==> config.mk <==
export PLATFORM = sky130hd
export DESIGN_NAME = mdau_top
export DESIGN_NICKNAME = d
export VERILOG_FILES = /design/src/pkg/mdau_pkg.sv /design/src/rtl/mdau_divider.sv /design/src/rtl/mdau_top.sv
export SDC_FILE = /design/constraint.sdc
export NUM_CORES = 2
export LEC_CHECK = 0
export ABC_AREA = 1
export CAP_MARGIN = 25
export CORE_MARGIN = 2
export CORE_UTILIZATION = 50
export CTS_BUF_LIST = sky130_fd_sc_hd__clkbuf_4 sky130_fd_sc_hd__clkbuf_8
export CTS_CLUSTER_DIAMETER = 50
export CTS_CLUSTER_SIZE = 28
export DETAILED_ROUTE_END_ITERATION = 12
export DONT_BUFFER_PORTS = 1
export PLACE_DENSITY_LB_ADDON = 0.25
export REMOVE_ABC_BUFFERS = 1
export SLEW_MARGIN = 0
export SYNTH_ARGS = -nofsm -noshare
export SYNTH_HDL_FRONTEND = slang
export SYNTH_SLANG_ARGS = --single-unit
==> constraint.sdc <==
create_clock -name clk_sys -period 27.9 [get_ports clk_sys]
set_input_delay 1.395 -clock clk_sys [delete_from_list [all_inputs] [get_ports clk_sys]]
set_output_delay 1.395 -clock clk_sys [all_outputs]
set_load 0.005 [all_outputs]
==> src/pkg/mdau_pkg.sv <==
// Function
// RULE1 - multiply, add and shift finish in one clock; 16-bit divide takes five clocks
// RULE2 - operands A and B are 16 bits; accumulator, result, prior result are 32 bits
// RULE3 - all arithmetic is two's-complement signed
// RULE4 - software sets the engine enable bit before touching any unit register
// RULE5 - software selects register page 1 before reaching the unit registers
// RULE6 - a 32-bit barrel shifter scales the sum in the same cycle
// RULE7 - manual capture trigger copies result to prior result in manual mode; reads 0
// RULE8 - capture mode 0 captures on every A low write, 1 only on trigger
// RULE9 - overflow capture enable stores the result when a 32-bit overflow occurs
// RULE10 - read stored select shows prior result instead of current result
// RULE11 - adder source picks zero, accumulator or prior; code 11 adds concatenated operands
// RULE12 - product select picks A*B, A*A, or A*prior low half
// RULE13 - divider mode zeroes multiplier inputs; multiplier mode feeds divider 0 over 1
// RULE14 - write-only clear field clears chosen operands or flags; reads as 0
// RULE15 - interrupt enable bit gates the unit interrupt in divider mode
// RULE16 - range error flag set on zero divisor or 0x8000 divided by 0xFFFF
// RULE17 - 16-bit overflow flag set on carry out of bit 15 or bit 31
// RULE18 - 32-bit overflow flag set when the signed result exceeds 32 bits
// RULE19 - bit 3 of the secondary configuration register reads as 0
// RULE20 - result follows operand registers combinationally with no start command
// RULE21 - software limits operands to 15 bits for unsigned multiplication
// RULE22 - 32-bit overflow can raise the interrupt; overflow flags stay set until cleared
// RULE23 - writing B low through the divisor alias loads it and enters divider mode
// RULE24 - after division the upper half holds quotient, lower half remainder
// RULE25 - for 32-bit addition A is the upper half and B the lower half
// RULE26 - the barrel shifter is bypassed during division
// RULE27 - software waits five clocks after a division setup before reading
`default_nettype none
package mdau_pkg;
    // register addresses on page 1
    localparam logic [7:0] ADDR_MULT_LO = 8'hA2;
    localparam logic [7:0] ADDR_MULT_HI = 8'hA3;
    localparam logic [7:0] ADDR_ACC0 = 8'hA4;
    localparam logic [7:0] ADDR_DIV_ALIAS = 8'hB1;
    localparam logic [7:0] ADDR_MCAND_LO = 8'hB2;
    localparam logic [7:0] ADDR_MCAND_HI = 8'hB3;
    localparam logic [7:0] ADDR_RES0 = 8'hB4;
    localparam logic [7:0] ADDR_CFG1 = 8'hC2;
    localparam logic [7:0] ADDR_CFG2 = 8'hC3;
    // field positions
    localparam int CFG1_TRIG_BIT = 7;
    localparam int CFG1_MODE_BIT = 6;
    localparam int CFG2_IRQEN_BIT = 4;
    localparam int CFG2_CLR_LSB = 5;
    localparam int SHIFT_W = 5;
    // reset values
    localparam logic [7:0] CFG1_RESET = 8'h00;
    localparam logic [15:0] OPND_RESET = 16'h0000;
    localparam logic [31:0] WORD_RESET = 32'h0000_0000;
    // divider
    localparam logic [2:0] DIV_CYCLES = 3'h5;
    localparam logic [15:0] DIV_IDLE_DIVIDEND = 16'h0000;
    localparam logic [15:0] DIV_IDLE_DIVISOR = 16'h0001;
    localparam logic [15:0] DIV_MIN_NEG = 16'h8000;
    localparam logic [15:0] DIV_MINUS_ONE = 16'hFFFF;
    // operand clear commands
    localparam logic [2:0] CLR_NONE = 3'h0;
    localparam logic [2:0] CLR_MULT = 3'h1;
    localparam logic [2:0] CLR_MCAND = 3'h2;
    localparam logic [2:0] CLR_ACC = 3'h3;
    localparam logic [2:0] CLR_PRIOR = 3'h4;
    localparam logic [2:0] CLR_ALL = 3'h5;
    localparam logic [2:0] CLR_FLAGS = 3'h6;
    // adder source and product select codes
    localparam logic [1:0] ADD_ZERO = 2'h0;
    localparam logic [1:0] ADD_ACC = 2'h1;
    localparam logic [1:0] ADD_PRIOR = 2'h2;
    localparam logic [1:0] ADD_CONCAT = 2'h3;
    localparam logic [1:0] PROD_AB = 2'h0;
    localparam logic [1:0] PROD_SQUARE = 2'h1;
    localparam logic [1:0] PROD_PRIOR = 2'h2;
    localparam logic [1:0] PROD_AB_ALT = 2'h3;

    // register-bus request from the core
    typedef struct packed {
        logic wr;
        logic rd;
        logic [7:0] addr;
        logic [7:0] data;
    } mdau_sfr_req_t;

    // primary configuration register layout
    typedef struct packed {
        logic manualCaptureTrigger;
        logic captureModeSelect;
        logic overflowCaptureEnable;
        logic readStoredSelect;
        logic [1:0] adderSourceSelect;
        logic [1:0] productSelect;
    } mdau_cfg1_t;
endpackage
`default_nettype wire

==> src/rtl/mdau_divider.sv <==
`default_nettype none
module mdau_divider (
    input wire logic clk_sys,
    input wire logic nrst,
    input wire logic start,
    input wire logic [15:0] dividend,
    input wire logic [15:0] divisor,
    output logic [31:0] result_q,
    output logic done_q
);
    import mdau_pkg::*;

    logic [2:0] cnt_q, cnt_d;
    logic [31:0] result_d;
    logic done_d;
    logic badRange;

    // countdown and result latch
    always_comb begin
        cnt_d = cnt_q;
        result_d = result_q;
        done_d = done_q;
        badRange = (divisor == 16'h0000) ||
                   (dividend == DIV_MIN_NEG && divisor == DIV_MINUS_ONE);
        if (start) begin
            cnt_d = DIV_CYCLES; // [RULE1]
            done_d = 1'b0;
        end else if (cnt_q != 3'h0) begin
            cnt_d = cnt_q - 3'h1;
            if (cnt_q == 3'h1) begin
                done_d = 1'b1;
                if (badRange) begin
                    result_d = {16'h0000, dividend}; // quotient forced to 0
                end else begin
                    // quotient high, remainder low [RULE24] [RULE3]
                    result_d = {16'($signed(dividend) / $signed(divisor)),
                                16'($signed(dividend) % $signed(divisor))};
                end
            end
        end
    end

    always_ff @(posedge clk_sys or negedge nrst) begin
        if (!nrst) begin
            cnt_q <= 3'h0;
            result_q <= WORD_RESET;
            done_q <= 1'b0;
        end else begin
            cnt_q <= cnt_d;
            result_q <= result_d;
            done_q <= done_d;
        end
    end
endmodule
`default_nettype wire

==> src/rtl/mdau_top.sv <==
`default_nettype none
module mdau_top (
    input wire logic clk_sys,
    input wire logic nrst,
    input wire mdau_pkg::mdau_sfr_req_t sfrReq,
    input wire logic pageIsOne,
    input wire logic engineEnable,
    input wire logic shiftLeft,
    input wire logic [mdau_pkg::SHIFT_W-1:0] shiftAmt,
    output logic [7:0] sfrRdData_q,
    output logic mathIrq_q
);
    import mdau_pkg::*;

    // operand, configuration and flag state
    logic [15:0] opA_q, opA_d, opB_q, opB_d;
    logic [31:0] acc_q, acc_d, prior_q, prior_d;
    mdau_cfg1_t cfg1_q, cfg1_d;
    logic irqEn_q, irqEn_d;
    logic divMode_q, divMode_d;
    logic ovf16_q, ovf16_d, ovf32_q, ovf32_d;
    logic rangeErr_q, rangeErr_d;
    logic ov32Seen_q, ov32Seen_d;
    logic [7:0] rdData_d;
    logic irq_d;

    // datapath nets
    logic [15:0] mulA, mulB, dividendIn, divisorIn;
    logic [31:0] product, addInA, addInB, shifted, curResult, shownResult;
    logic [32:0] sumSigned, sumCarry;
    logic [16:0] lowSum;
    logic ov16, ov32, rangeCond;
    logic [31:0] divResult;
    logic divDone, divStart;
    logic [2:0] clrCmd;
    logic manualCap, autoCap, ovCap, clrFlags;

    // register access only on page 1 with the engine enabled
    function automatic logic wrHit(input mdau_sfr_req_t r, input logic en,
                                   input logic [7:0] a);
        return r.wr && en && (r.addr == a);
    endfunction

    function automatic logic [15:0] setByte(input logic [15:0] v, input logic hi,
                                            input logic [7:0] b);
        logic [15:0] o;
        o = v;
        if (hi) begin
            o[15:8] = b;
        end else begin
            o[7:0] = b;
        end
        return o;
    endfunction

    logic busOk;
    assign busOk = pageIsOne && engineEnable; // [RULE4] [RULE5]

    // arithmetic datapath, purely combinational from the operand registers
    always_comb begin
        mulA = divMode_q ? 16'h0000 : opA_q; // [RULE13]
        unique case (cfg1_q.productSelect) // [RULE12]
            PROD_AB, PROD_AB_ALT: mulB = opB_q;
            PROD_SQUARE: mulB = opA_q;
            PROD_PRIOR: mulB = prior_q[15:0];
        endcase
        if (divMode_q) begin
            mulB = 16'h0000; // [RULE13]
        end
        // operands sign-extended first so the product is formed at full 32-bit width
        product = {{16{mulA[15]}}, mulA} * {{16{mulB[15]}}, mulB}; // [RULE3] [RULE2]
        // concatenated A:B addend, A on top [RULE25] [RULE11]
        addInA = (cfg1_q.adderSourceSelect == ADD_CONCAT) ? {opA_q, opB_q} : product;
        unique case (cfg1_q.adderSourceSelect) // [RULE11]
            ADD_ZERO: addInB = WORD_RESET;
            ADD_ACC, ADD_CONCAT: addInB = acc_q;
            ADD_PRIOR: addInB = prior_q;
        endcase
        sumSigned = {addInA[31], addInA} + {addInB[31], addInB};
        sumCarry = {1'b0, addInA} + {1'b0, addInB};
        lowSum = {1'b0, addInA[15:0]} + {1'b0, addInB[15:0]};
        ov32 = sumSigned[32] ^ sumSigned[31]; // [RULE18]
        ov16 = lowSum[16] | sumCarry[32]; // [RULE17]
        // barrel shifter in the same cycle [RULE6] [RULE1]
        if (shiftLeft) begin
            shifted = sumSigned[31:0] << shiftAmt;
        end else begin
            shifted = 32'($signed(sumSigned[31:0]) >>> shiftAmt);
        end
        curResult = divMode_q ? divResult : shifted; // [RULE26] [RULE20]
        shownResult = cfg1_q.readStoredSelect ? prior_q : curResult; // [RULE10]
        dividendIn = divMode_q ? opA_q : DIV_IDLE_DIVIDEND; // [RULE13]
        divisorIn = divMode_q ? opB_q : DIV_IDLE_DIVISOR; // [RULE13]
        rangeCond = (divisorIn == 16'h0000) ||
                    (dividendIn == DIV_MIN_NEG && divisorIn == DIV_MINUS_ONE); // [RULE16]
    end

    mdau_divider i_mdau_divider (
        .clk_sys(clk_sys),
        .nrst(nrst),
        .start(divStart),
        .dividend(dividendIn),
        .divisor(divisorIn),
        .result_q(divResult),
        .done_q(divDone)
    );

    // next values of the register file, captures and flags
    always_comb begin
        opA_d = opA_q;
        opB_d = opB_q;
        acc_d = acc_q;
        prior_d = prior_q;
        cfg1_d = cfg1_q;
        irqEn_d = irqEn_q;
        divMode_d = divMode_q;
        clrCmd = CLR_NONE;
        manualCap = 1'b0;
        divStart = 1'b0;
        if (wrHit(sfrReq, busOk, ADDR_MULT_LO)) begin
            opA_d = setByte(opA_q, 1'b0, sfrReq.data);
        end
        if (wrHit(sfrReq, busOk, ADDR_MULT_HI)) begin
            opA_d = setByte(opA_q, 1'b1, sfrReq.data);
        end
        if (wrHit(sfrReq, busOk, ADDR_MCAND_LO)) begin
            opB_d = setByte(opB_q, 1'b0, sfrReq.data);
            divMode_d = 1'b0;
        end
        if (wrHit(sfrReq, busOk, ADDR_DIV_ALIAS)) begin
            opB_d = setByte(opB_q, 1'b0, sfrReq.data); // [RULE23]
            divMode_d = 1'b1; // [RULE23]
        end
        if (wrHit(sfrReq, busOk, ADDR_MCAND_HI)) begin
            opB_d = setByte(opB_q, 1'b1, sfrReq.data);
        end
        for (int i = 0; i < 4; i++) begin
            if (wrHit(sfrReq, busOk, ADDR_ACC0 + 8'(i))) begin
                acc_d[8*i +: 8] = sfrReq.data;
            end
        end
        if (wrHit(sfrReq, busOk, ADDR_CFG1)) begin
            cfg1_d = mdau_cfg1_t'(sfrReq.data);
            cfg1_d.manualCaptureTrigger = 1'b0; // [RULE7]
            manualCap = sfrReq.data[CFG1_TRIG_BIT] && sfrReq.data[CFG1_MODE_BIT]; // [RULE7]
        end
        if (wrHit(sfrReq, busOk, ADDR_CFG2)) begin
            irqEn_d = sfrReq.data[CFG2_IRQEN_BIT]; // [RULE15]
            clrCmd = sfrReq.data[CFG2_CLR_LSB +: 3]; // [RULE14]
        end
        // prior-result capture sources [RULE8] [RULE9]
        autoCap = wrHit(sfrReq, busOk, ADDR_MULT_LO) && !cfg1_q.captureModeSelect;
        ovCap = cfg1_q.overflowCaptureEnable && ov32 && !ov32Seen_q;
        if (autoCap || manualCap || ovCap) begin
            prior_d = curResult;
        end
        // operand clear commands [RULE14]
        unique case (clrCmd)
            CLR_MULT: opA_d = OPND_RESET;
            CLR_MCAND: opB_d = OPND_RESET;
            CLR_ACC: acc_d = WORD_RESET;
            CLR_PRIOR: prior_d = WORD_RESET;
            CLR_ALL: begin
                opA_d = OPND_RESET;
                opB_d = OPND_RESET;
                acc_d = WORD_RESET;
                prior_d = WORD_RESET;
                divMode_d = 1'b0;
            end
            CLR_NONE, CLR_FLAGS: ;
            default: ;
        endcase
        clrFlags = (clrCmd == CLR_ALL) || (clrCmd == CLR_FLAGS);
        // in divider mode, writes to A low, A high, B high or the divisor alias restart the divide
        if (divMode_d && (wrHit(sfrReq, busOk, ADDR_MULT_LO) ||
                          wrHit(sfrReq, busOk, ADDR_MULT_HI) ||
                          wrHit(sfrReq, busOk, ADDR_DIV_ALIAS) ||
                          wrHit(sfrReq, busOk, ADDR_MCAND_HI))) begin
            divStart = 1'b1;
        end
        // sticky overflow flags, a new event wins over a clear [RULE22]
        ovf16_d = (ovf16_q && !clrFlags) || ov16; // [RULE17]
        ovf32_d = (ovf32_q && !clrFlags) || ov32; // [RULE18]
        ov32Seen_d = ov32;
        rangeErr_d = rangeCond; // [RULE16]
        irq_d = irqEn_q && (ovf32_q || (divMode_q && divDone)); // [RULE15] [RULE22]
    end

    // read port, answered on the edge after the read strobe
    always_comb begin
        rdData_d = 8'h00;
        if (sfrReq.rd && busOk) begin
            unique case (sfrReq.addr)
                ADDR_MULT_LO: rdData_d = opA_q[7:0];
                ADDR_MULT_HI: rdData_d = opA_q[15:8];
                ADDR_DIV_ALIAS, ADDR_MCAND_LO: rdData_d = opB_q[7:0];
                ADDR_MCAND_HI: rdData_d = opB_q[15:8];
                ADDR_CFG1: rdData_d = {1'b0, cfg1_q[CFG1_MODE_BIT:0]}; // [RULE7]
                // clear field and bit 3 read zero [RULE14] [RULE19]
                ADDR_CFG2: rdData_d = {3'h0, irqEn_q, 1'b0, rangeErr_q, ovf16_q, ovf32_q};
                default: begin
                    for (int i = 0; i < 4; i++) begin
                        if (sfrReq.addr == ADDR_ACC0 + 8'(i)) begin
                            rdData_d = acc_q[8*i +: 8];
                        end
                        if (sfrReq.addr == ADDR_RES0 + 8'(i)) begin
                            rdData_d = shownResult[8*i +: 8]; // [RULE10]
                        end
                    end
                end
            endcase
        end
    end

    // all state registers
    always_ff @(posedge clk_sys or negedge nrst) begin
        if (!nrst) begin
            opA_q <= OPND_RESET;
            opB_q <= OPND_RESET;
            acc_q <= WORD_RESET;
            prior_q <= WORD_RESET;
            cfg1_q <= mdau_cfg1_t'(CFG1_RESET);
            irqEn_q <= 1'b0;
            divMode_q <= 1'b0;
            ovf16_q <= 1'b0;
            ovf32_q <= 1'b0;
            rangeErr_q <= 1'b0;
            ov32Seen_q <= 1'b0;
            sfrRdData_q <= 8'h00;
            mathIrq_q <= 1'b0;
        end else begin
            opA_q <= opA_d;
            opB_q <= opB_d;
            acc_q <= acc_d;
            prior_q <= prior_d;
            cfg1_q <= cfg1_d;
            irqEn_q <= irqEn_d;
            divMode_q <= divMode_d;
            ovf16_q <= ovf16_d;
            ovf32_q <= ovf32_d;
            rangeErr_q <= rangeErr_d;
            ov32Seen_q <= ov32Seen_d;
            sfrRdData_q <= rdData_d;
            mathIrq_q <= irq_d;
        end
    end
endmodule
`default_nettype wire

# After elaboration in Yosys (flattened, before gate mapping)
# Cells that the tools add are included.
# totals
register_bits	154
input_bits	28
word_cells	178
# classes
mux	46
mul	1
n_eq_ne	32
n_reduce_logical	63
n_addsub	4
div_mod_pow	2
shifts	2
bitwise	3
# op_table
cell	count
$mux W32	8
$mux W16	9
$eq A8 B8 Y1 const B	15
$mux W8	15
$pmux W32 S3	1
$add A32 B32 Y33	2
$pmux W16 S3	1
$pmux W8 S6	1
$eq A16 B16 Y1 const B	2
$mul A16 B16 Y32	1
$shl A32 B5 Y32	1
$sshr A32 B5 Y32	1
$logic_and A1 B1 Y1	24
$reduce_bool A2 Y1	10
$add A16 B16 Y17	1
$div A16 B16 Y16	1
$logic_not A16 Y1	1
$mod A16 B16 Y16	1
$reduce_or A2 Y1	7
$logic_or A1 B1 Y1	10
$eq A3 B3 Y1 const B	3
$mux W3	3
$eq A2 B2 Y1 const B	4
$mux W1	8
other kinds (13)	23

# Longest topological paths before layout
# depth
word_depth	20
depth_mapped	219
mapped_depth_nobuf	216

# Hierarchy
# A second synthesis with hierarchy kept.
# hier_totals
cells_unflattened	5216
hier_area_um2	33633.5
# modules_own_cells
mod	cells_per_inst	instances	area_each_um2
mdau_top	3484	1	23112.2
mdau_divider	1732	1	10521.3

# Least setup slack after synthesis
# Ideal clock, no wire load.
# synth_timing
kind	register to register
from	register divMode_q
to	register i_mdau_divider.result_q[30]
period_less_slack_ps	24968
slack_ps	2932
path_stages_with_launch	196
required_time_ps	27779
arrival_ps	24847
path_buffers	9
cell_sequence	dfrtp_1 buf_6 buf_6 buf_2 nand2_1 ha_1 inv_1 nand2_1 o21ai_2 inv_1 nor2_1 nand2_1 nor3_1 nand3_1 nand3_1 nand2_1 ha_1 inv_1 [160 not listed] a31oi_1 o21a_1 nor2_1 nor3b_1 inv_1 nand2_1 nand3_1 inv_1 buf_4 buf_2 ha_1 nand2_1 nor3_1 nand2_1 nand2_1 o21ai_0 xnor2_1 a22o_1
# synth_between
elab_chain_cells	7
# synth_lines
item	line	source
start, declared	mdau_top.sv:20	logic divMode_q, divMode_d;
start signal, assigned	mdau_top.sv:238	divMode_q <= divMode_d;
parallel branches: the longest is 7 deep, another holds $div A16 B16 Y16	-	
end signal, assigned	mdau_divider.sv:50	result_q <= result_d;
end, declared	mdau_divider.sv:8	output logic [31:0] result_q,
# Several ways; the timed one is not identified.
# A chain may end at the register's enable or synchronous reset.

# Final worst setup path
# layout_timing
from	register divMode_q
to	register i_mdau_divider.result_q[15]
# layout_between
elab_chain_cells	7
# layout_lines
item
parallel branches: the longest is 7 deep, another holds $mod A16 B16 Y16
# Several ways; the timed one is not identified.

==> summary.md <==
| Metric | Value |
|---|---|
| Worst Tran Pin Value | roughly 1.1 ns |
| Leak pwr | approximately 18 nW |
| Most numerous cell in the Yosys netlist | nand2_1 |
| Slew margin rel. | 0.261 |
| CP dominant cell by count | nand2_1 |
| Final Power | approximately 3 mW |
| RSZ-0062 raised after global routing | yes |
| Hold Crit Class | flop to flop |
| Final hold vios | 0 |
| TritonCTS clock tree | yes |
| Clock skew | ~0.021 ns |
| Status | complete, no violations |
| Die Area | 65800 um2 |
| DR vias | 33600 |
| Row count | roughly 90 |
| #FFs+latches synth | roughly 150 |
| Sink Count | 154 |
| GPL Wtd Cong | around 1.1 |
| Slowest stage cell, crit path | dfrtp_4 |
| Area Growth Syn to Fin | 9.62% |
| Synth Flop Type | dfrtp_1 |
| Pwr dens | 85.9 nW/um2 |
| Via-to-Cell Ratio | 5.95 |
| Max VDD drop | 0.113 mV |
| Yosys warnings | 0 |
| First DRT Iteration DRCs | 3898 |
| Top cell type's share of synthesized area | 0.166 |
| Crit. End Element | flop |
| Startpoint types | flop |
| Global-route wire length before repair | between 150000 and 200000 um |
| Final worst-path cycle share | 0.947 |
| F_max | 0.0379 GHz |
| Total gr overflow | 0 |
| Slowest stage delay, CP | 0.52 ns |
| Routed Antenna Nets | 0 |
| Clock Tree Root | clkbuf_8 |
| Port bufs | 0 |
| Tot GR Track Use | 0.355 |
| EDFF count, synth | 0 |
| WL/cell | 21.3 um |
| Seq/Total Area, Yosys | 0.121 |
| Synth cell count leaders | nand2_1, inv_1, nand3_1 |
| Critical path type | flop to flop |
| Clock tree buffer depth | 2 |
| Crit path DAT | 26.80 ns |
| Cell area after synthesis | 31900 um2 |
| Setup Viol. Count Final | 0 |
| Final instance area | 35000 um2 |
| Drt total wl | 121000 um |
| Final period demand of the worst path | 26.42 ns |
| Share of cells above drive strength 1 | 0.113 |
| Placed inst area | 32900 um2 |
| Ports | 37 |
| Largest net degree at the start of global routing | 155 |
| Residual DRC count | 0 |
| Final Max Tran Viols | 0 |
| Post-synth ARST share | 1.00 |
| H-tree depth | 4 |
| Vias in the first global route | 31400 |
| Initial antenna violation count | 3 |
| Clock Latency Late Sink | 0.49 ns |
| Maximum fanout along the worst path | 17 |
| Final HPWL DP | 94900 um |
| Synth unique cells | between 60 and 70 |
| Initial Util | 0.506 |
| Die Ht | 257 um |
| Pre-antenna DRT Iters | 8 |
| Die W | 257 um |
| Avg Cell Area, Syn | around 6.7 um2 |
| Num CTS Buffers | 17 |
| Leading area contributor after synthesis | fa_1 |
| Gate Count Post-Synth | ~4800 |
| Area of the core | 63100 um2 |
| CTS clock-pin slew for the worst setup and hold paths | 0.11 ns |
| Final nets | 5343 |
| Largest cells by area after synthesis | fa_1, nand2_1, dfrtp_1 |
| CP Data Required Time | 28.28 ns |
| Max-cap viol count | 0 |
state kept, by name, summed over array words and instances (netlist names), 3 cells and up:
name	cells
acc_q	32
cfg1_q	7
i_mdau_divider.cnt_q	3
i_mdau_divider.result_q	32
opA_q	16
opB_q	16
prior_q	32
sfrRdData_q	8
path summary, 6_finish.rpt:
check                      depth (start not counted)                  startpoint  slack, ns                           to
max in group asynchronous                          0                        nrst      26.96                     opA_q[1]
max reg2reg                                      195                   divMode_q       1.48  i_mdau_divider.result_q[15]
min                                                2  i_mdau_divider.result_q[6]       0.50   i_mdau_divider.result_q[6]
min reg2reg                                        2  i_mdau_divider.result_q[6]       0.50   i_mdau_divider.result_q[6]
max                                              195                   divMode_q       1.48  i_mdau_divider.result_q[15]
min in group asynchronous                          0                        nrst       0.61                     acc_q[9]
kinds of logic after synthesis:
kind of cell / Yosys count / synth area share
DFF: 154 / 0.121
muxes: 5 / 0.00157
and+or+nand+nor: 2138 / 0.296
adders and majority gates: 527 / 0.269
xor gates and xnor gates: 133 / 0.0365
AOI/OAI and AO/OA: 913 / 0.165
buffers and inverters: 917 / 0.111
per-layer routing:
| layer | wire length (um) | vias to the layer above | GRT usage |
|---|---|---|---|
| met5 | 12 | - | 0 |
| met4 | 7960 | 2 | 0.194 |
| met3 | 11600 | 359 | 0.0667 |
| met2 | 53400 | 1798 | 0.557 |
| met1 | 47500 | 15800 | 0.461 |
| li1 | - | 15600 | - |
report_power, final:
part	internal [mW]	switching (mW)
Sequential	0.263	0.0337
Clock	0.0770	0.105
Combinational	0.898	1.63
Total	1.24	1.77
cells in the final DEF, fill, tap and decap left out, types with 142 or more instances in the layout:
cell type  Yosys  final
a21oi_1      315    296
buf_4          8    142
dfrtp_1      154    152
fa_1         265    265
ha_1         262    219
inv_1        706    701
nand2_1     1148   1116
nand3_1      371    354
nor2_1       337    327
o21ai_0      276    262
layout make-up:
cell class              instances  area [um2]
fillers                      6333       28100
multi-input cells            3718       25600
flip-flops and latches        154        3860
inverters                     744        2850
repair buffers                152        1220
well taps                     846        1060
clock buffers                  18         248
clock inverters                14         151
repair inverters                1        6.26
diodes                          1        2.50
per-stage QoR:
step / util / hold slack [ns] / cells / setup slack (ns) / TNS (ns)
4_1_cts: 0.529 / 0.497 / 5583 / 0.0151 / 0
3_3_place_gp: 0.522 / 0.470 / 5550 / 0.343 / 0
2_1_floorplan: - / 0.444 / 4614 / -0.303 / -0.909
6_report: 0.554 / 0.500 / 5648 / 1.48 / 0
3_5_place_dp: 0.522 / 0.473 / 5551 / -0.249 / -1.28
5_1_grt: 0.554 / 0.520 / 5648 / -0.633 / -6.99
critical path, delay by kind of cell (launching register included):
| kind | cells | cell delay [ns] |
|---|---|---|
| fa+ha+maj | 16 | 4.46 |
| simple gates | 110 | 12.44 |
| compound gates | 37 | 5.75 |
| buf+inv | 32 | 3.05 |
| flops | 1 | 0.52 |
what timing repair did:
item,4_1_cts,5_1_grt
pin swaps,0,99
gates resized for setup,8,228
cloned,0,4
hold endpoints to repair,0,0
hold buffers,0,0
setup buffers,0,61
endpoints found under the setup margin,11,32
Note: power is estimated with default switching activity, not from simulation.
